**config.mk**
```make
export PLATFORM = sky130hd
export DESIGN_NAME = pfw_row_writer
export DESIGN_NICKNAME = d
export VERILOG_FILES = /design/src/core/pfw_pkg.sv /design/src/core/pfw_latch_if.sv /design/src/core/pfw_latch_mem.sv /design/src/core/pfw_unlock.sv /design/src/core/pfw_row_writer.sv
export VERILOG_INCLUDE_DIRS = /design/src /design/src/core
export SDC_FILE = /design/constraint.sdc
export NUM_CORES = 1
export LEC_CHECK = 0
export ABC_CLOCK_PERIOD_IN_PS = 3560
export BUFFER_PORTS_ARGS = -buffer_cell sky130_fd_sc_hd__buf_2
export CAP_MARGIN = 20
export CORE_MARGIN = 2
export CORE_UTILIZATION = 60
export DETAILED_ROUTE_END_ITERATION = 12
export PLACE_DENSITY = 0.78
export SLEW_MARGIN = 20
export SYNTH_ARGS = -nofsm -noshare
export SYNTH_HDL_FRONTEND = slang
export SYNTH_SLANG_ARGS = --single-unit
```
**constraint.sdc**
```tcl
create_clock -name CORE_CLK_IN -period 3.56 [get_ports CORE_CLK_IN]
set_input_delay 0.178 -clock CORE_CLK_IN [delete_from_list [all_inputs] [get_ports CORE_CLK_IN]]
set_output_delay 0.178 -clock CORE_CLK_IN [all_outputs]
set_load 0.05 [all_outputs]
```
**src/core/pfw_map.svh**
```systemverilog
`ifndef PFW_MAP_SVH
`define PFW_MAP_SVH

// Register byte offsets on the AXI4-Lite bus.
`define PFW_OFF_ADDR_LO    8'h00
`define PFW_OFF_ADDR_HI    8'h04
`define PFW_OFF_DATA_LO    8'h08
`define PFW_OFF_DATA_HI    8'h0c
`define PFW_OFF_CTRL       8'h10
`define PFW_OFF_UNLOCK     8'h14

// Bit positions inside the control register.
`define PFW_CTRL_ERASE     0
`define PFW_CTRL_START     1
`define PFW_CTRL_WRITE_ENABLE_BIT      2
`define PFW_CTRL_ERR       3
`define PFW_CTRL_LATCH_ONLY_BIT      5
`define PFW_CTRL_CFGSEL    6

// Reset values and field widths.
`define PFW_CTRL_RESET     8'h00
`define PFW_ADDR_LO_RESET  8'h00
`define PFW_ADDR_HI_RESET  7'h00
`define PFW_DATA_LO_RESET  8'h00
`define PFW_DATA_HI_RESET  6'h00
`define PFW_LATCH_BLANK    14'h3fff
`define PFW_LATCH_CNT      6'h20

// Unlock keys written to the unlock register in this order.
`define PFW_KEY_FIRST      8'h55
`define PFW_KEY_SECOND     8'haa

// AXI response codes.
`define PFW_RESP_OKAY      2'h0
`define PFW_RESP_SLVERR    2'h2

`endif

```
**src/core/pfw_pkg.sv**
```systemverilog
`default_nettype none
package pfw_pkg;
    typedef logic [13:0] pfw_word_t;
    typedef logic [4:0]  pfw_idx_t;
    typedef logic [9:0]  pfw_row_t;

    // Main sequencer states, one-hot.
    typedef enum logic [4:0] {
        ST_IDLE   = 5'h01,
        ST_STREAM = 5'h02,
        ST_START  = 5'h04,
        ST_WAIT   = 5'h08,
        ST_CLEAR  = 5'h10
    } pfw_state_t;

    // Unlock sequence progress, one-hot.
    typedef enum logic [2:0] {
        UL_IDLE  = 3'h1,
        UL_KEY1  = 3'h2,
        UL_ARMED = 3'h4
    } pfw_unlock_t;
endpackage
`default_nettype wire

```
**src/core/pfw_latch_if.sv**
```systemverilog
`default_nettype none
interface pfw_latch_if;
    import pfw_pkg::*;
    logic      we;
    pfw_idx_t  waddr;
    pfw_word_t wdata;
    pfw_idx_t  raddr;
    pfw_word_t rdata;
    logic      clear;

    modport ctl (output we, output waddr, output wdata, output raddr, output clear,
                 input rdata);
    modport mem (input we, input waddr, input wdata, input raddr, input clear,
                 output rdata);
endinterface
`default_nettype wire

```
**src/core/pfw_latch_mem.sv**
```systemverilog
`default_nettype none
`include "pfw_map.svh"
module pfw_latch_mem
    import pfw_pkg::*;
(
    input wire logic clk_in,    // Core clock.
    input wire logic rst_b_in,  // Asynchronous reset, active low.
    pfw_latch_if.mem lat        // Latch write, read and clear port.
);
    pfw_word_t mem_q [`PFW_LATCH_CNT];
    pfw_word_t rdata_q;

    // The whole bank returns to blank at reset or on a clear request.
    always_ff @(posedge clk_in or negedge rst_b_in) begin
        if (!rst_b_in) begin
            for (int i = 0; i < `PFW_LATCH_CNT; i++) begin
                mem_q[i] <= `PFW_LATCH_BLANK;
            end
        end else if (lat.clear) begin
            for (int i = 0; i < `PFW_LATCH_CNT; i++) begin
                mem_q[i] <= `PFW_LATCH_BLANK;
            end
        end else if (lat.we) begin
            mem_q[lat.waddr] <= lat.wdata;
        end
    end

    // Read data leaves through a register, one cycle after the address.
    always_ff @(posedge clk_in or negedge rst_b_in) begin
        if (!rst_b_in) begin
            rdata_q <= `PFW_LATCH_BLANK;
        end else begin
            rdata_q <= mem_q[lat.raddr];
        end
    end

    assign lat.rdata = rdata_q;
endmodule
`default_nettype wire

```
**src/core/pfw_unlock.sv**
```systemverilog
`default_nettype none
`include "pfw_map.svh"
module pfw_unlock
    import pfw_pkg::*;
(
    input  wire logic       clk_in,     // Core clock.
    input  wire logic       rst_b_in,   // Asynchronous reset, active low.
    input  wire logic       wr_evt_in,  // One accepted register write.
    input  wire logic       is_key_in,  // That write targets the unlock register.
    input  wire logic [7:0] data_in,    // Low byte of the written data.
    output logic            armed_out   // Both keys seen with nothing between.
);
    pfw_unlock_t ul_q;

    // Any write other than the expected next key or a first key drops the sequence; a first key always restarts it.
    always_ff @(posedge clk_in or negedge rst_b_in) begin
        if (!rst_b_in) begin
            ul_q <= UL_IDLE;
        end else if (wr_evt_in) begin
            if (is_key_in && data_in == `PFW_KEY_FIRST) begin
                ul_q <= UL_KEY1;
            end else if (is_key_in && data_in == `PFW_KEY_SECOND && ul_q == UL_KEY1) begin
                ul_q <= UL_ARMED;
            end else begin
                ul_q <= UL_IDLE;
            end
        end
    end

    assign armed_out = (ul_q == UL_ARMED);
endmodule
`default_nettype wire

```
**src/core/pfw_row_writer.sv**
```systemverilog
// Function
// - There are 32 write latches; the upper ten address bits pick the row, the low five the latch.
// - One programming operation never leaves the row chosen by the upper address bits.
// - After every program or erase operation all latches return to 0x3fff.
// - Starting programming does not erase the row first.
// - An erase always covers exactly one row.
// - A latch load or programming start happens only after an unbroken unlock sequence.
// - With the erase bit at 0 and the latch-only bit at 1 an unlock only copies the data pair into the addressed latch.
// - With the erase and latch-only bits at 0 an unlock loads the addressed latch and programs the whole row.
// - One up to 32 words may be written by one programming operation.
// - Latches not loaded before a commit stay blank and are programmed blank.
//
// Design decisions made here: the AXI4-Lite slave port and the placing of the registers.
`default_nettype none
`include "pfw_map.svh"
module pfw_row_writer
    import pfw_pkg::*;
(
    input  wire logic        CORE_CLK_IN,          // Core clock, 125 MHz.
    input  wire logic        RST_B_IN,             // Asynchronous reset, active low.
    input  wire logic        S_AXI_AWVALID_IN,     // Write address valid.
    output logic             S_AXI_AWREADY_OUT,    // Write address ready.
    input  wire logic [7:0]  S_AXI_AWADDR_IN,      // Write byte address.
    input  wire logic        S_AXI_WVALID_IN,      // Write data valid.
    output logic             S_AXI_WREADY_OUT,     // Write data ready.
    input  wire logic [31:0] S_AXI_WDATA_IN,       // Write data.
    input  wire logic [3:0]  S_AXI_WSTRB_IN,       // Write byte strobes.
    output logic             S_AXI_BVALID_OUT,     // Write response valid.
    input  wire logic        S_AXI_BREADY_IN,      // Write response ready.
    output logic [1:0]       S_AXI_BRESP_OUT,      // Write response code.
    input  wire logic        S_AXI_ARVALID_IN,     // Read address valid.
    output logic             S_AXI_ARREADY_OUT,    // Read address ready.
    input  wire logic [7:0]  S_AXI_ARADDR_IN,      // Read byte address.
    output logic             S_AXI_RVALID_OUT,     // Read data valid.
    input  wire logic        S_AXI_RREADY_IN,      // Read data ready.
    output logic [31:0]      S_AXI_RDATA_OUT,      // Read data.
    output logic [1:0]       S_AXI_RRESP_OUT,      // Read response code.
    input  wire logic        FLASH_BUSY_IN,        // Flash array busy, asynchronous.
    output logic [9:0]       FLASH_ROW_OUT,        // Target row of the operation.
    output logic [4:0]       FLASH_COL_OUT,        // Word within the row for a strobe.
    output logic [13:0]      FLASH_WDATA_OUT,      // Word offered with the strobe.
    output logic             FLASH_WSTB_OUT,       // One-cycle word strobe into the array.
    output logic             FLASH_PROG_OUT,       // Program-row request, held until busy.
    output logic             FLASH_ERASE_OUT,      // Erase-row request, held until busy.
    output logic             BUSY_OUT              // Sequencer busy level.
);
    // Synchroniser for the flash busy level.
    logic busy_meta_q;
    logic busy_sync_q;

    always_ff @(posedge CORE_CLK_IN or negedge RST_B_IN) begin
        if (!RST_B_IN) begin
            busy_meta_q <= 1'b0;
            busy_sync_q <= 1'b0;
        end else begin
            busy_meta_q <= FLASH_BUSY_IN;
            busy_sync_q <= busy_meta_q;
        end
    end

    // Bus side state.
    logic        awready_q;
    logic        wready_q;
    logic        aw_held_q;
    logic        w_held_q;
    logic [7:0]  aw_addr_q;
    logic [31:0] w_data_q;
    logic [3:0]  w_strb_q;
    logic        bvalid_q;
    logic [1:0]  bresp_q;
    logic        arready_q;
    logic        rvalid_q;
    logic [31:0] rdata_q;
    logic [1:0]  rresp_q;
    logic        wr_fire;
    logic        wr_sel;
    logic        wr_mapped;
    // Software registers.
    logic [7:0]  addr_lo_q;
    logic [6:0]  addr_hi_q;
    logic [7:0]  data_lo_q;
    logic [5:0]  data_hi_q;
    logic        erase_sel_q;
    logic        write_enable_bit_q;
    logic        latch_only_bit_q;
    logic        cfgsel_q;
    logic        err_q;
    // Sequencer state.
    pfw_state_t  st_q;
    logic [5:0]  cnt_q;
    logic        pipe_v_q;
    pfw_idx_t    pipe_col_q;
    pfw_row_t    row_q;
    logic        op_erase_q;
    logic        wstb_q;
    pfw_idx_t    col_q;
    pfw_word_t   wdata_q;
    logic        prog_q;
    logic        erase_q;
    logic        busy_q;
    logic        armed;
    logic        start_req;
    logic        go;
    logic        go_erase;
    logic        bad_start;
    localparam logic [7:0] ctrl_rst = `PFW_CTRL_RESET;  // Control reset image, bit-addressable.

    pfw_latch_if lat ();

    // A write completes once address and data are both held.
    assign wr_fire = aw_held_q && w_held_q && !bvalid_q;
    assign wr_sel  = wr_fire && w_strb_q[0];

    // Address decode for writes.
    assign wr_mapped = (aw_addr_q == `PFW_OFF_ADDR_LO) || (aw_addr_q == `PFW_OFF_ADDR_HI) ||
                       (aw_addr_q == `PFW_OFF_DATA_LO) || (aw_addr_q == `PFW_OFF_DATA_HI) ||
                       (aw_addr_q == `PFW_OFF_CTRL)    || (aw_addr_q == `PFW_OFF_UNLOCK);

    // Write address channel, one write outstanding at a time.
    always_ff @(posedge CORE_CLK_IN or negedge RST_B_IN) begin
        if (!RST_B_IN) begin
            awready_q <= 1'b1;
            aw_held_q <= 1'b0;
            aw_addr_q <= 8'h00;
        end else if (S_AXI_AWVALID_IN && awready_q) begin
            awready_q <= 1'b0;
            aw_held_q <= 1'b1;
            aw_addr_q <= S_AXI_AWADDR_IN;
        end else if (wr_fire) begin
            aw_held_q <= 1'b0;
        end else if (bvalid_q && S_AXI_BREADY_IN) begin
            awready_q <= 1'b1;
        end
    end

    // Write data channel, taken independently of the address.
    always_ff @(posedge CORE_CLK_IN or negedge RST_B_IN) begin
        if (!RST_B_IN) begin
            wready_q <= 1'b1;
            w_held_q <= 1'b0;
            w_data_q <= 32'h0000_0000;
            w_strb_q <= 4'h0;
        end else if (S_AXI_WVALID_IN && wready_q) begin
            wready_q <= 1'b0;
            w_held_q <= 1'b1;
            w_data_q <= S_AXI_WDATA_IN;
            w_strb_q <= S_AXI_WSTRB_IN;
        end else if (wr_fire) begin
            w_held_q <= 1'b0;
        end else if (bvalid_q && S_AXI_BREADY_IN) begin
            wready_q <= 1'b1;
        end
    end

    // Write response; unmapped addresses answer with a slave error.
    always_ff @(posedge CORE_CLK_IN or negedge RST_B_IN) begin
        if (!RST_B_IN) begin
            bvalid_q <= 1'b0;
            bresp_q  <= `PFW_RESP_OKAY;
        end else if (wr_fire) begin
            bvalid_q <= 1'b1;
            bresp_q  <= wr_mapped ? `PFW_RESP_OKAY : `PFW_RESP_SLVERR;
        end else if (bvalid_q && S_AXI_BREADY_IN) begin
            bvalid_q <= 1'b0;
        end
    end

    // Read channel; the data word is sampled at the address handshake.
    always_ff @(posedge CORE_CLK_IN or negedge RST_B_IN) begin
        if (!RST_B_IN) begin
            arready_q <= 1'b1;
            rvalid_q  <= 1'b0;
            rdata_q   <= 32'h0000_0000;
            rresp_q   <= `PFW_RESP_OKAY;
        end else if (S_AXI_ARVALID_IN && arready_q) begin
            arready_q <= 1'b0;
            rvalid_q  <= 1'b1;
            rresp_q   <= `PFW_RESP_OKAY;
            unique case (S_AXI_ARADDR_IN)
                `PFW_OFF_ADDR_LO: rdata_q <= {24'h000000, addr_lo_q};
                `PFW_OFF_ADDR_HI: rdata_q <= {25'h0, addr_hi_q};
                `PFW_OFF_DATA_LO: rdata_q <= {24'h000000, data_lo_q};
                `PFW_OFF_DATA_HI: rdata_q <= {26'h0, data_hi_q};
                `PFW_OFF_CTRL: begin
                    rdata_q <= {25'h0, cfgsel_q, latch_only_bit_q, 1'b0, err_q, write_enable_bit_q,
                                busy_q, erase_sel_q};
                end
                `PFW_OFF_UNLOCK: rdata_q <= 32'h0000_0000;
                default: begin
                    rdata_q <= 32'h0000_0000;
                    rresp_q <= `PFW_RESP_SLVERR;
                end
            endcase
        end else if (rvalid_q && S_AXI_RREADY_IN) begin
            rvalid_q  <= 1'b0;
            arready_q <= 1'b1;
        end
    end

    // Address and data pairs; the address low byte holds row bits and latch index.
    always_ff @(posedge CORE_CLK_IN or negedge RST_B_IN) begin
        if (!RST_B_IN) begin
            addr_lo_q <= `PFW_ADDR_LO_RESET;
            addr_hi_q <= `PFW_ADDR_HI_RESET;
            data_lo_q <= `PFW_DATA_LO_RESET;
            data_hi_q <= `PFW_DATA_HI_RESET;
        end else if (wr_sel) begin
            if (aw_addr_q == `PFW_OFF_ADDR_LO) addr_lo_q <= w_data_q[7:0];
            if (aw_addr_q == `PFW_OFF_ADDR_HI) addr_hi_q <= w_data_q[6:0];
            if (aw_addr_q == `PFW_OFF_DATA_LO) data_lo_q <= w_data_q[7:0];
            if (aw_addr_q == `PFW_OFF_DATA_HI) data_hi_q <= w_data_q[5:0];
        end
    end

    // Unlock tracker; every accepted write with the low byte strobe set steps or breaks the sequence.
    pfw_unlock u_unlock (
        .clk_in    (CORE_CLK_IN),
        .rst_b_in  (RST_B_IN),
        .wr_evt_in (wr_sel),
        .is_key_in (aw_addr_q == `PFW_OFF_UNLOCK),
        .data_in   (w_data_q[7:0]),
        .armed_out (armed)
    );

    // A start needs the armed unlock, write enable and program space selected.
    assign start_req = wr_sel && (aw_addr_q == `PFW_OFF_CTRL) && w_data_q[`PFW_CTRL_START];
    assign go        = start_req && armed && !busy_q &&
                       w_data_q[`PFW_CTRL_WRITE_ENABLE_BIT] && !w_data_q[`PFW_CTRL_CFGSEL];
    assign go_erase  = go && w_data_q[`PFW_CTRL_ERASE];
    assign bad_start = start_req && !busy_q && !go;

    // Control bits; a start refused while not busy sets the error flag and that set beats a clear.
    always_ff @(posedge CORE_CLK_IN or negedge RST_B_IN) begin
        if (!RST_B_IN) begin
            erase_sel_q <= ctrl_rst[`PFW_CTRL_ERASE];
            write_enable_bit_q      <= ctrl_rst[`PFW_CTRL_WRITE_ENABLE_BIT];
            latch_only_bit_q      <= ctrl_rst[`PFW_CTRL_LATCH_ONLY_BIT];
            cfgsel_q    <= ctrl_rst[`PFW_CTRL_CFGSEL];
            err_q       <= ctrl_rst[`PFW_CTRL_ERR];
        end else begin
            if (wr_sel && aw_addr_q == `PFW_OFF_CTRL) begin
                erase_sel_q <= w_data_q[`PFW_CTRL_ERASE];
                write_enable_bit_q      <= w_data_q[`PFW_CTRL_WRITE_ENABLE_BIT];
                latch_only_bit_q      <= w_data_q[`PFW_CTRL_LATCH_ONLY_BIT];
                cfgsel_q    <= w_data_q[`PFW_CTRL_CFGSEL];
            end
            if (bad_start) begin
                err_q <= 1'b1;
            end else if (wr_sel && aw_addr_q == `PFW_OFF_CTRL && !w_data_q[`PFW_CTRL_ERR]) begin
                err_q <= 1'b0;
            end
        end
    end

    // Latch port: load at an accepted start unless erasing, clear after each operation.
    always_comb begin
        lat.we    = go && !go_erase;
        lat.waddr = addr_lo_q[4:0];
        lat.wdata = {data_hi_q, data_lo_q};
        lat.raddr = cnt_q[4:0];
        lat.clear = (st_q == ST_CLEAR);
    end

    pfw_latch_mem u_latch (
        .clk_in   (CORE_CLK_IN),
        .rst_b_in (RST_B_IN),
        .lat      (lat)
    );

    // Sequencer: latch-only starts finish at once, commits stream the row then program it.
    always_ff @(posedge CORE_CLK_IN or negedge RST_B_IN) begin
        if (!RST_B_IN) begin
            st_q       <= ST_IDLE;
            cnt_q      <= 6'h00;
            row_q      <= 10'h000;
            op_erase_q <= 1'b0;
        end else begin
            unique case (st_q)
                ST_IDLE: begin
                    if (go_erase) begin
                        st_q       <= ST_START;
                        op_erase_q <= 1'b1;
                        row_q      <= {addr_hi_q, addr_lo_q[7:5]};
                    end else if (go && !w_data_q[`PFW_CTRL_LATCH_ONLY_BIT]) begin
                        st_q       <= ST_STREAM;
                        op_erase_q <= 1'b0;
                        cnt_q      <= 6'h00;
                        row_q      <= {addr_hi_q, addr_lo_q[7:5]};
                    end
                end
                ST_STREAM: begin
                    if (cnt_q != `PFW_LATCH_CNT) begin
                        cnt_q <= cnt_q + 6'h01;
                    end else if (!pipe_v_q) begin
                        st_q <= ST_START;
                    end
                end
                ST_START: if (busy_sync_q) st_q <= ST_WAIT;
                ST_WAIT:  if (!busy_sync_q) st_q <= ST_CLEAR;
                ST_CLEAR: st_q <= ST_IDLE;
            endcase
        end
    end

    // Read pipeline: latch data arrive one cycle after the index is issued.
    always_ff @(posedge CORE_CLK_IN or negedge RST_B_IN) begin
        if (!RST_B_IN) begin
            pipe_v_q   <= 1'b0;
            pipe_col_q <= 5'h00;
        end else begin
            pipe_v_q   <= (st_q == ST_STREAM) && (cnt_q != `PFW_LATCH_CNT);
            pipe_col_q <= cnt_q[4:0];
        end
    end

    // Array outputs; every latch, loaded or blank, is offered for the row.
    always_ff @(posedge CORE_CLK_IN or negedge RST_B_IN) begin
        if (!RST_B_IN) begin
            wstb_q  <= 1'b0;
            col_q   <= 5'h00;
            wdata_q <= `PFW_LATCH_BLANK;
        end else begin
            wstb_q  <= pipe_v_q;
            col_q   <= pipe_col_q;
            wdata_q <= lat.rdata;
        end
    end

    // Program and erase requests stand until the array reports busy.
    always_ff @(posedge CORE_CLK_IN or negedge RST_B_IN) begin
        if (!RST_B_IN) begin
            prog_q  <= 1'b0;
            erase_q <= 1'b0;
        end else begin
            prog_q  <= (st_q == ST_START) && !busy_sync_q && !op_erase_q;
            erase_q <= (st_q == ST_START) && !busy_sync_q && op_erase_q;
        end
    end

    // Busy covers the whole operation, from the cycle after the start is taken.
    always_ff @(posedge CORE_CLK_IN or negedge RST_B_IN) begin
        if (!RST_B_IN) begin
            busy_q <= 1'b0;
        end else if (go && (go_erase || !w_data_q[`PFW_CTRL_LATCH_ONLY_BIT])) begin
            busy_q <= 1'b1;
        end else if (st_q == ST_CLEAR) begin
            busy_q <= 1'b0;
        end
    end

    assign S_AXI_AWREADY_OUT = awready_q;
    assign S_AXI_WREADY_OUT  = wready_q;
    assign S_AXI_BVALID_OUT  = bvalid_q;
    assign S_AXI_BRESP_OUT   = bresp_q;
    assign S_AXI_ARREADY_OUT = arready_q;
    assign S_AXI_RVALID_OUT  = rvalid_q;
    assign S_AXI_RDATA_OUT   = rdata_q;
    assign S_AXI_RRESP_OUT   = rresp_q;
    assign FLASH_ROW_OUT     = row_q;
    assign FLASH_COL_OUT     = col_q;
    assign FLASH_WDATA_OUT   = wdata_q;
    assign FLASH_WSTB_OUT    = wstb_q;
    assign FLASH_PROG_OUT    = prog_q;
    assign FLASH_ERASE_OUT   = erase_q;
    assign BUSY_OUT          = busy_q;
endmodule
`default_nettype wire

```
; Word-level counts from Yosys, hierarchy flattened
; Index checks and enable logic that the tools add are counted.
[totals]
reg_bits = 612
inputBits = 60
output_inout_bits = 74
wordCells = 218
[classes]
add_sub_neg = 1
magnitude_cmp = 3
eq_ne = 30
n_mux = 45
bitwise = 2
reduce_logical = 67
[op_table]
columns = op, n
row1 = $mux 448, 2
row2 = $bwmux 448, 1
row3 = $bmux 14 s5, 1
row4 = $demux 14 s5, 1
row5 = $mux 14, 3
row6 = $pmux 8 s5, 1
row7 = $eq 8x4->1 const B, 4
row8 = $eq 8x5->1 const B, 4
row9 = $mux 5, 6
row10 = $logic_and 1x1->1, 29
row11 = $pmux 5 s5, 1
row12 = $reduce_bool 2->1, 11
row13 = $mux 10, 2
row14 = $mux 1, 19
row15 = $mux 6, 3
row16 = $eq 8x3->1 const B, 2
row17 = $logic_not 8->1, 2
row18 = $ne 2x2->1 const B, 7
row19 = $reduce_and 2->1, 7
row20 = $ge 6x6->1 const B, 2
row21 = $not 5->6, 2
row22 = $pmux 6 s2, 1
row23 = $logic_not 1->1, 9
row24 = $eq 8x7->1 const B, 1
row25 = 19 further kinds, 27

; Logic depth before layout (Yosys ltp)
; Gate-level depths: netlist (run 1).
[depth]
word_depth = 14
depth_mapped = 10
depth_no_buf = 5

; Modules after synthesis
; Synthesis (run 1) repeated with hierarchy kept, for this count alone.
[hier_totals]
cells_unflattened = 2599
hier_area_um2 = 29105.4
[by_module_without_submodules]
columns = mod, n_inst, cells_per_inst, area_per_inst_um2, seq_area_each_um2
row1 = pfw_latch_mem, 1, 2190, 23866.6, 12139.1
row2 = pfw_row_writer, 1, 392, 5059.9, 3050.4
row3 = pfw_unlock, 1, 17, 178.9, 76.3

; Worst setup path after synthesis (run 1)
; No wires, ideal clock.
[synth_timing]
path_kind = register to register
start = register cnt_q[1]
end = register cnt_q[3]
setup_time_ns = 0.077
t_arrival_ns = 2.795
t_required_ns = 3.483
setup_slack_ns = 0.687
path_stages_with_launch = 11
n_path_buf = 5
path_cell_list = dfrtp_1 buf_2 buf_1 clkbuf_1 buf_2 inv_1 ha_1 and4b_1 clkbuf_1 or4_1 a21oi_1
[synth_via]
elab_chain_cells = 3
elab_cells_between_ends = 6
[synth_rtl]
columns = element, line_no
row1 = start: declaration, pfw_row_writer.sv:90  ; logic [5:0] cnt_q;
row2 = start signal: assignment, pfw_row_writer.sv:293  ; cnt_q <= cnt_q + 6'h01;
row3 = $add 6x1->6 or $ne 6x6->1 (tied branches), --
row4 = $mux 6 or $ne 2x2->1 (tied branches), --
row5 = $pmux 6 s2 or $reduce_and 4->1 (tied branches), --
; Several ways; a longest one is shown, not always the timed one. The select of a mux whose other input is x is not followed.
; A chain may end at the register's enable or synchronous reset.

; Worst setup path after layout (run 1)
[layout_timing]
start = register aw_addr_q[1]
end = register u_latch.mem_q[187] (netlist bit)
[layout_via]
elab_chain_cells = 11
[layout_rtl]
columns = element, line_no
row1 = start: declaration, pfw_row_writer.sv:66  ; logic [7:0] aw_addr_q;
row2 = start signal: assignment, pfw_row_writer.sv:124  ; aw_addr_q <= 8'h00;
row3 = start signal: assignment, pfw_row_writer.sv:128  ; aw_addr_q <= S_AXI_AWADDR_IN;
row4 = $eq 8x5->1 (no source line) (*), --
row5 = $logic_and 1x1->1 (*) (2 in a row), pfw_row_writer.sv:226  ; assign start_req = wr_sel && (aw_addr_q == `PFW_OFF_CTRL) && w_data_q[`PFW_CTRL_START];
row6 = $logic_and 1x1->1 (*) (4 in a row), pfw_row_writer.sv:227  ; assign go = start_req && armed && !busy_q &&
row7 = $logic_and 1x1->1, pfw_row_writer.sv:229  ; assign go_erase = go && w_data_q[`PFW_CTRL_ERASE];
row8 = $logic_not 1->1, pfw_row_writer.sv:257  ; lat.we = go && !go_erase;
row9 = $logic_and 1x1->1 (*), pfw_row_writer.sv:257
row10 = $reduce_bool 2->1 (no source line) (*), --
row11 = end signal: indexed assignment, pfw_latch_mem.sv:17  ; mem_q[i] <= `PFW_LATCH_BLANK;
row12 = end signal: indexed assignment, pfw_latch_mem.sv:21  ; mem_q[i] <= `PFW_LATCH_BLANK;
row13 = end signal: indexed assignment, pfw_latch_mem.sv:24  ; mem_q[lat.waddr] <= lat.wdata;
row14 = end: declaration, pfw_latch_mem.sv:10  ; pfw_word_t mem_q [`PFW_LATCH_CNT];
; Mark *: on every way between the ends. The rest lies on a longest branch, timed or not.

==> results of run 1 <==
==> cell usage after synthesis, types with 9 or more instances <==
| cell type | count |
|---|---|
| nand3_2 | 12 |
| mux2i_1 | 566 |
| dfrtp_1 | 105 |
| dfstp_2 | 481 |
| nor4_1 | 10 |
| buf_6 | 10 |
| o21ai_0 | 23 |
| buf_1 | 13 |
| nand4b_4 | 10 |
| a21oi_1 | 15 |
| nand3_1 | 41 |
| buf_4 | 28 |
| nand2_1 | 29 |
| o22ai_1 | 20 |
| buf_2 | 30 |
| inv_1 | 10 |
| nor2b_1 | 9 |
| mux4_2 | 59 |
| mux2_2 | 60 |
| nor3_1 | 10 |
| nand4_1 | 13 |
| a22oi_1 | 64 |
| clkbuf_1 | 136 |
| nor2_1 | 480 |
==> worst min path at each step <==
stage,start,to,slack (ns)
final,S_AXI_ARADDR_IN[6],S_AXI_RDATA_OUT[6],-0.006
after global routing,S_AXI_ARADDR_IN[3],S_AXI_RDATA_OUT[6],0.05
after CTS,S_AXI_ARADDR_IN[6],S_AXI_RDATA_OUT[6],0.003
after detailed placement,RST_B_IN,FLASH_COL_OUT[0],0.18
after global placement,RST_B_IN,cnt_q[1],0.17
after floorplan,RST_B_IN,BUSY_OUT,-0.12
==> logic make-up (layout without fill, tap and decap cells) <==
family          count (synthesis)  in the layout  share of synthesized area, %
mux                           685            685                          27.1
simple gates                  674            674                          11.6
flops                         586            586                          53.9
buf+inv                       228            295                          3.83
compound gates                142            142                          3.40
xor+xnor                        4              4                         0.124
fa+ha+maj                       2              2                        0.0883
other cells                     1             26                        0.0132
==> per-layer routing <==
metal  part of all wire, %  global-route usage [%]
met4                   3.3                    10.8
met3                   5.0                    3.56
met2                    50                    46.1
met5                     0                       0
met1                    42                    37.5
==> cell type report <==
cell class / count / area [sq um]
Multi-Input combinational cell: 1533 / 12100
Tap cell: 607 / 759
Sequential cell: 586 / 15300
Fill cell: 3298 / 15000
Inverter: 10 / 37.5
Timing Repair Buffer: 175 / 1370
Clock inverter: 25 / 200
Clock buffer: 85 / 1730
==> sequential cells by signal (all words and copies together), names as in the netlist, 8 cells and up <==
signal,cells
w_data_q,8
S_AXI_RDATA_OUT,8
aw_addr_q,8
u_latch.mem_q,448
FLASH_ROW_OUT,10
u_latch.lat.rdata,14
addr_lo_q,8
data_lo_q,8
FLASH_WDATA_OUT,14
==> power by group through the flow <==
stage / Combinational, mW / Sequential (mW) / Clock [mW]
floorplan: 2.79 / 10.5 / 0
global placement: 3.58 / 10.5 / 0
detailed placement: 3.81 / 10.6 / 0
CTS: 3.87 / 10.5 / 6.26
global route: 4.28 / 10.8 / 6.52
finish: 3.84 / 10.5 / 6.16
==> metrics by stage <==
stage	utilization, %	area [sq um]	worst slack (ns)	power (mW)	hold WS (ns)
floorplan	-	28400	0.687	13.3	-0.118
global placement	62.9	29300	0.906	14.0	0.168
detailed placement	62.9	29300	0.777	14.4	0.176
CTS	67.7	31500	0.735	20.6	0.00322
global route	67.7	31500	0.596	21.5	0.0533
finish	67.7	31500	0.695	20.6	-0.00611
==> timing repair <==
item,CTS,global route
buffers inserted,0,0
hold endpoints to repair,89,0
hold buffers,29,0
setup endpoints to repair,0,0
==> critical path: cells and delay by family, from the launching register on <==
kind | cells | cell delay (ns)
mux | 1 | 0.38
simple gates | 3 | 1.95
flops | 1 | 0.43
==> flow_metrics.tcl, run 1 <==
set metrics [dict create \
    outcome "finished, violations left" \
    violations "hold timing" \
    dp.cells 2882 \
    vias 18369 \
    arrival_ns 3.41 \
    grt_max_degree 127 \
    track_usage_pct 27.8 \
    finalCritPeriodShare_pct 80.5 \
    critPathRequiredTime_ns 4.11 \
    rsz0062_at_grt "no" \
    drv_cap 0 \
    cts_sinks 586 \
    synth.top_cell.area_share_pct 44.6 \
    cp-end-kind "register" \
    start_util_pct 60.9 \
    worst_pin_slew_ns 0.820 \
    start_kind "register" \
    seq_area_frac_synth_pct 53.9 \
    die_w_um 221 \
    rr_worst_depth 4 \
    clockPowerShare_pct 30.0 \
    final_nets 2427 \
    fp.dieArea_sq_um 49000 \
    drive_above_1_share_pct 37.5 \
    grt_pass1_vias 19130 \
    fin_tns_setup_ns 0 \
    finalCriticalPeriod_ns 2.87 \
    finalMaxSlewViolations 0 \
    clock_path_buffers 3 \
    cp_max_fo 14 \
    r2r_start "aw_addr_q[1]" \
    rows 79 \
    synth_seq_cells 586 \
    gp_congestion 0.874 \
    synth-main-ff-cell "dfstp_2" \
    r2r-end "u_latch.mem_q[187]" \
    core_sq_um 46600 \
    p_int_mw 14.8 \
    power_leakage_nw 15.4 \
    synthTopCellsByArea "dfstp_2 (45%), mux2i_1 (20%), dfrtp_1 (9.3%), nor2_1 (6.4%), mux4_2 (4.7%)" \
    skew_ns 0.0302 \
    fmax_mhz 349 \
    synth_edf_count 0 \
    port_buffers 80 \
    final_cell_mix "mux2i_1 (566), dfstp_2 (481), nor2_1 (465), dfrtp_1 (102), buf_2 (79)" \
    critPathLaunch "aw_addr_q[1]" \
    cts_inserted_buffers 59 \
    yosysWarnings 0 \
    n_antenna_cell 0 \
    die_h_um 221 \
    relSlewSlack_pct 44.9 \
    hold_violations 1 \
    seq_power_share_pct 51.3 \
    wl_per_cell_um 22.4 \
    setup_viol 0 \
    critPathMaxStageDelay_ns 0.74 \
    cp_slowest_cell "or4_1" \
    wirelength_um 67700 \
    cts_tree "yes" \
    synthToLayoutAreaGrowth_pct 11.2 \
    drt-initial-drc-count 1420 \
    final_common_cell "mux2i_1" \
    final_antenna_net_count 0 \
    peakVddDrop_mv 0.605 \
    drc_errors 0 \
    power_switching_mw 5.79 \
    grt_pass1_wl_um 107000 \
    hold_depth 5 \
    avgViaCountPerCell 6.08 \
    instances_no_fill 3021 \
    overflow 0 \
    clk_pin_slew_ns 0.07 \
    min-delay-path-class "input port to register" \
    clkLatencyLatePin_ns 0.64 \
    ios 134 \
    cts_resized 0 \
    syn_inst 2322 \
    reg2reg_slack_ns 0.69 \
    holdWs_ns -0.00611 \
    dpl.hpwl_um 41400 \
    synthArstFlopShare_pct 100 \
    cp_cell_sequence "or4_1 > nor4_2 > nand3_2 > mux2i_1" \
    power_density_nw_per_um2 652 \
    syn_area_sq_um 28300 \
    antenna_found_initial 0 \
    yosysUniqueCellTypes 64 \
    first_pass_iters 5 \
    worstSetupEndpoint "u_latch.mem_q[187]" \
    cts_root_buffer "clkbuf_16" \
    p_comb_share_pct 18.7 \
    p_sw_share_pct 28.2 \
    synth_area_leader_cell "dfstp_2" \
    synth_area_per_cell_sq_um 12.2 \
    cts_max_level 2 \
    worstSetupPathType "register to register" \
]
Power figures use the tool's default switching activity.
==> inputs of run 2 (changes only) <==
--- a/config.mk
+++ b/config.mk
@@ -6,7 +6,7 @@
 export SDC_FILE = /design/constraint.sdc
 export NUM_CORES = 1
 export LEC_CHECK = 0
-export ABC_CLOCK_PERIOD_IN_PS = 3560
+export ABC_CLOCK_PERIOD_IN_PS = 2650
 export BUFFER_PORTS_ARGS = -buffer_cell sky130_fd_sc_hd__buf_2
 export CAP_MARGIN = 20
 export CORE_MARGIN = 2
==> constraint.sdc (replaced) <==
create_clock -name CORE_CLK_IN -period 2.65 [get_ports CORE_CLK_IN]
set_input_delay 0.1325 -clock CORE_CLK_IN [delete_from_list [all_inputs] [get_ports CORE_CLK_IN]]
set_output_delay 0.1325 -clock CORE_CLK_IN [all_outputs]
set_load 0.05 [all_outputs]
==> flow_metrics.tcl, run 2 (same netlist as run 1, synthesis figures left out) <==
set metrics [dict create \
    die_w_um 221 \
    r2r-end "u_latch.mem_q[348]" \
    clkLatencyLatePin_ns 0.63 \
    critPathMaxStageDelay_ns 0.72 \
    fmax_mhz 398 \
    holdWs_ns 0.0487 \
    dpl.hpwl_um 41900 \
    hp-start "S_AXI_ARADDR_IN[5]" \
    hold_violations 0 \
    worst_pin_slew_ns 0.883 \
    avgViaCountPerCell 6.04 \
    largest_reg_flops 448 \
    first_pass_iters 5 \
    final_antenna_net_count 0 \
    grt_max_degree 132 \
    final_common_cell "mux2i_1" \
    cp_slowest_cell "or4b_1" \
    worstSetupPathType "register to register" \
    overflow 0 \
    die_h_um 221 \
    seq_power_share_pct 51.1 \
    cts_sinks 586 \
    path_delay_family "simple AND/OR/NAND/NOR gates" \
    p_comb_share_pct 18.8 \
    power_leakage_nw 15.6 \
    start_util_pct 60.9 \
    grt_pass1_wl_um 108000 \
    ios 134 \
    drive_above_1_share_pct 38.3 \
    synthToLayoutAreaGrowth_pct 12.8 \
    antenna_found_initial 2 \
    drt-initial-drc-count 1527 \
    wl_per_cell_um 22.0 \
    grt_pass1_vias 19279 \
    cp-end-kind "register" \
    wirelength_um 67200 \
    fin_total_pwr_mw 27.6 \
    n_antenna_cell 0 \
    cts_root_buffer "clkbuf_16" \
    power_switching_mw 7.69 \
    r2r_start "aw_addr_q[5]" \
    cp_cell_sequence "or4b_1 > nor4_4 > buf_12 > nand4b_4 > mux2i_1" \
    rr_worst_depth 5 \
    core_sq_um 46600 \
    fin_tns_setup_ns 0 \
    cts_tree "yes" \
    peakVddDrop_mv 0.693 \
    cp_num_cells 5 \
    vias 18489 \
    postCtsSetupBuffers 0 \
    reg2reg_slack_ns 0.14 \
    power_density_nw_per_um2 865 \
    worstSetupEndpoint "u_latch.mem_q[348]" \
    fp.dieArea_sq_um 49000 \
    drc_errors 0 \
    top_register "u_latch.mem_q" \
    rsz0062_at_grt "no" \
    cts_max_level 2 \
    track_usage_pct 27.8 \
    relSlewSlack_pct 40.6 \
    final_nets 2466 \
    start_kind "register" \
    finalMaxSlewViolations 0 \
    p_sw_share_pct 27.8 \
    skew_ns 0.0215 \
    port_buffers 80 \
    crit_buf_inv 1 \
    setup_viol 0 \
    finalCritPeriodShare_pct 94.9 \
    clockPowerShare_pct 30.1 \
    gp_congestion 0.807 \
    critPathRequiredTime_ns 3.19 \
    min-delay-path-class "input port to register" \
    cp_max_fo 17 \
    critPathLaunch "aw_addr_q[5]" \
    outcome "completed" \
    clock_path_buffers 3 \
    clk_pin_slew_ns 0.06 \
    finalCriticalPeriod_ns 2.51 \
    p_int_mw 20.0 \
    arrival_ns 3.06 \
    rows 79 \
    final_cell_mix "mux2i_1 (566), dfstp_2 (481), nor2_1 (465), dfrtp_1 (102), buf_2 (79)" \
    cts_inserted_buffers 59 \
    drv_cap 0 \
]
==> run 2: changes by cell type in the layout (fill, tap and decap cells not counted), sizes merged <==
cell,change
buf,+33
dlygate4sd3,+6
clkbuf,+4
clkinv,-3
clkinvlp,-2
==> run 2: worst min path at each step <==
stage,cells after the start,slack (ns),end
after detailed placement,1,0.21,u_latch.mem_q[119]
after global routing,5,0.06,S_AXI_RDATA_OUT[4]
after global placement,1,0.21,u_latch.mem_q[161]
after CTS,5,0.0001,S_AXI_RDATA_OUT[4]
final,5,0.05,S_AXI_RDATA_OUT[4]
after floorplan,0,-0.16,BUSY_OUT
==> run 2: power by group through the flow <==
stage / Combinational, mW / Sequential, mW / Clock (mW)
floorplan: 3.75 / 14.1 / 0
global placement: 4.82 / 14.0 / 0
detailed placement: 5.14 / 14.2 / 0
CTS: 5.22 / 14.1 / 8.45
global route: 5.78 / 14.4 / 8.82
finish: 5.19 / 14.1 / 8.32
==> run 2: routing by layer <==
layer	track usage [%]	vias up	wire, um
met1	37.6	9555	28500
met3	4.81	136	3550
met4	9.55	0	2130
met5	0	-	0
li1	-	8276	-
met2	45.6	522	33000
==> run 2: repair_timing <==
item                                    CTS  global route
endpoints found under the hold margin   255             0
endpoints found under the setup margin    0             1
hold buffers                             35             0
resized for setup                         0             1
==> run 2: cell type report <==
cell class / count / area (sq um)
clock buffers: 89 / 1780
clock inverters: 20 / 170
fillers: 3193 / 14600
inverters: 10 / 37.5
multi-input cells: 1533 / 12100
flip-flops and latches: 586 / 15300
well taps: 607 / 759
repair buffers: 214 / 1800
==> run 2: metrics by stage <==
| step | std cells | utilization, % | area (sq um) | worst slack (ns) |
|---|---|---|---|---|
| floorplan | 2347 | - | 28400 | 0.00302 |
| global placement | 2915 | 63.7 | 29700 | 0.273 |
| detailed placement | 2915 | 63.7 | 29700 | 0.183 |
| CTS | 3059 | 68.6 | 32000 | 0.153 |
| global route | 3059 | 68.6 | 32000 | 0.0262 |
| finish | 3059 | 68.6 | 32000 | 0.135 |
==> run 2: tightest hold or removal path: cells and delay by family <==
kind | cells | cell delay, ns
buf+inv | 1 | 0.08
compound gates | 1 | 0.08
simple gates | 3 | 0.33
==> inputs of run 3 (changes only) <==
--- a/config.mk
+++ b/config.mk
@@ -9,10 +9,10 @@
 export ABC_CLOCK_PERIOD_IN_PS = 2650
 export BUFFER_PORTS_ARGS = -buffer_cell sky130_fd_sc_hd__buf_2
 export CAP_MARGIN = 20
-export CORE_MARGIN = 2
-export CORE_UTILIZATION = 60
+export CORE_UTILIZATION = 50
+export CTS_BUF_LIST = sky130_fd_sc_hd__clkbuf_16
 export DETAILED_ROUTE_END_ITERATION = 12
-export PLACE_DENSITY = 0.78
+export PLACE_DENSITY = 0.67
 export SLEW_MARGIN = 20
 export SYNTH_ARGS = -nofsm -noshare
 export SYNTH_HDL_FRONTEND = slang
==> flow_metrics.tcl, run 3 (same netlist as run 1, synthesis figures left out) <==
set metrics [dict create \
    die_h_um 240 \
    antenna_found_initial 0 \
    final_nets 2496 \
    start_util_pct 51.0 \
    worstSetupPathType "register to register" \
    avgViaCountPerCell 5.69 \
    setup_viol 0 \
    final_antenna_net_count 0 \
    critPathLaunch "aw_addr_q[5]" \
    cts_tree "yes" \
    gp_congestion 0.823 \
    min-delay-path-class "input port to register" \
    critPathRequiredTime_ns 3.15 \
    port_buffers 80 \
    grt_pass1_wl_um 110000 \
    first_pass_iters 5 \
    grt_pass1_vias 19268 \
    power_leakage_nw 15.8 \
    n_antenna_cell 0 \
    start_kind "register" \
    peakVddDrop_mv 0.536 \
    finalMaxSlewViolations 0 \
    final_cell_mix "mux2i_1 (566), dfstp_2 (481), nor2_1 (465), dfrtp_1 (102), buf_4 (98)" \
    power_density_nw_per_um2 857 \
    drive_above_1_share_pct 38.4 \
    cts_max_level 3 \
    overflow 0 \
    worst_pin_slew_ns 0.751 \
    clock_path_buffers 3 \
    synthToLayoutAreaGrowth_pct 14.3 \
    r2r-end "u_latch.mem_q[277]" \
    vias 18373 \
    rsz0062_at_grt "no" \
    fp.dieArea_sq_um 57600 \
    cts_root_buffer "clkbuf_16" \
    wl_per_cell_um 21.4 \
    reg2reg_slack_ns 0.14 \
    cts_resized 0 \
    die_w_um 240 \
    instances_no_fill 3230 \
    clk_pin_slew_ns 0.06 \
    finalCritPeriodShare_pct 94.8 \
    drc_errors 0 \
    grt_max_degree 143 \
    cts_sinks 586 \
    core_sq_um 55500 \
    ios 134 \
    dp.cells 3079 \
    outcome "completed" \
    worstSetupEndpoint "u_latch.mem_q[277]" \
    arrival_ns 3.01 \
    final_common_cell "mux2i_1" \
    top_register "u_latch.mem_q" \
    cp_max_fo 17 \
    fmax_mhz 398 \
    r2r_start "aw_addr_q[5]" \
    wirelength_um 69200 \
    fin_tns_setup_ns 0 \
    dpl.hpwl_um 43800 \
    cp-end-kind "register" \
    drt-initial-drc-count 1145 \
    rr_worst_depth 6 \
    rows 86 \
    skew_ns 0.0305 \
    clkLatencyLatePin_ns 0.61 \
    cts_inserted_buffers 66 \
    hold_violations 0 \
    relSlewSlack_pct 49.5 \
    largest_reg_flops 448 \
    drv_cap 0 \
    finalCriticalPeriod_ns 2.51 \
    track_usage_pct 24.8 \
]
## run 3: changes by cell type in the layout (fill, tap and decap cells not counted), sizes merged
| cell | before | now |
|---|---|---|
| clkinvlp | 0 | 2 |
| dlygate4sd3 | 35 | 31 |
| clkbuf | 89 | 67 |
| clkinv | 16 | 23 |
| buf | 179 | 206 |
| inv | 12 | 32 |
## run 3: power by group
part,switching [mW],internal [mW],total [mW]
clock,3.69,4.79,8.48
sequential,1.36,12.7,14.1
combinational,2.77,2.41,5.18
## run 3: worst min path at each step
stage                       start                 end  slack [ns]  cells past startpoint
2_1_floorplan            RST_B_IN            BUSY_OUT       -0.16                      0
3_3_place_gp             RST_B_IN            cnt_q[4]        0.12                      1
3_5_place_dp             RST_B_IN            cnt_q[1]        0.13                      1
4_1_cts        S_AXI_ARADDR_IN[7]  S_AXI_RDATA_OUT[4]       0.004                      5
5_1_grt        S_AXI_ARADDR_IN[3]  S_AXI_RRESP_OUT[1]        0.05                      3
6_report       S_AXI_ARADDR_IN[3]  S_AXI_RRESP_OUT[1]        0.03                      3
## run 3: critical path, stage by stage, from the launching register on
cell	delay (ns)
dfrtp_1	0.39
or4b_1	0.57
buf_4	0.19
nor4_4	0.26
buf_12	0.23
nand4b_4	0.42
mux2i_1	0.32
## run 3: cell type report
type	instances	area, sq um
clock buffer	67	1680
clock inverter	49	303
fill	4496	23100
inverter	10	37.5
multi-input combinational	1533	12100
sequential	586	15300
tap	748	936
timing repair buffer	237	2020
## run 3: routing by layer
layer  track usage [%]  share of wire, %  routed length (um)
met3              3.51               3.8                2640
met1              33.3                44               30600
met4              9.09               3.2                2190
met2              40.8                49               33800
met5                 0                 0                   0
## run 3: repair_timing
action                                 4_1_cts  5_1_grt
buffers inserted                             0        4
setup endpoints to repair                    0        2
hold buffers                                31        0
endpoints found under the hold margin      139        0
## run 3: metrics by stage
| stage | hold slack (ns) | cell area, sq um | worst slack (ns) | power (mW) | util, % |
|---|---|---|---|---|---|
| 2_1_floorplan | -0.163 | 28400 | 0.00302 | 17.8 | - |
| 3_3_place_gp | 0.118 | 30000 | 0.198 | 18.9 | 54.1 |
| 3_5_place_dp | 0.128 | 30000 | 0.135 | 19.4 | 54.1 |
| 4_1_cts | 0.00359 | 32300 | 0.112 | 28.0 | 58.2 |
| 5_1_grt | 0.0540 | 32400 | 0.00637 | 29.2 | 58.3 |
| 6_report | 0.0307 | 32400 | 0.137 | 27.8 | 58.3 |
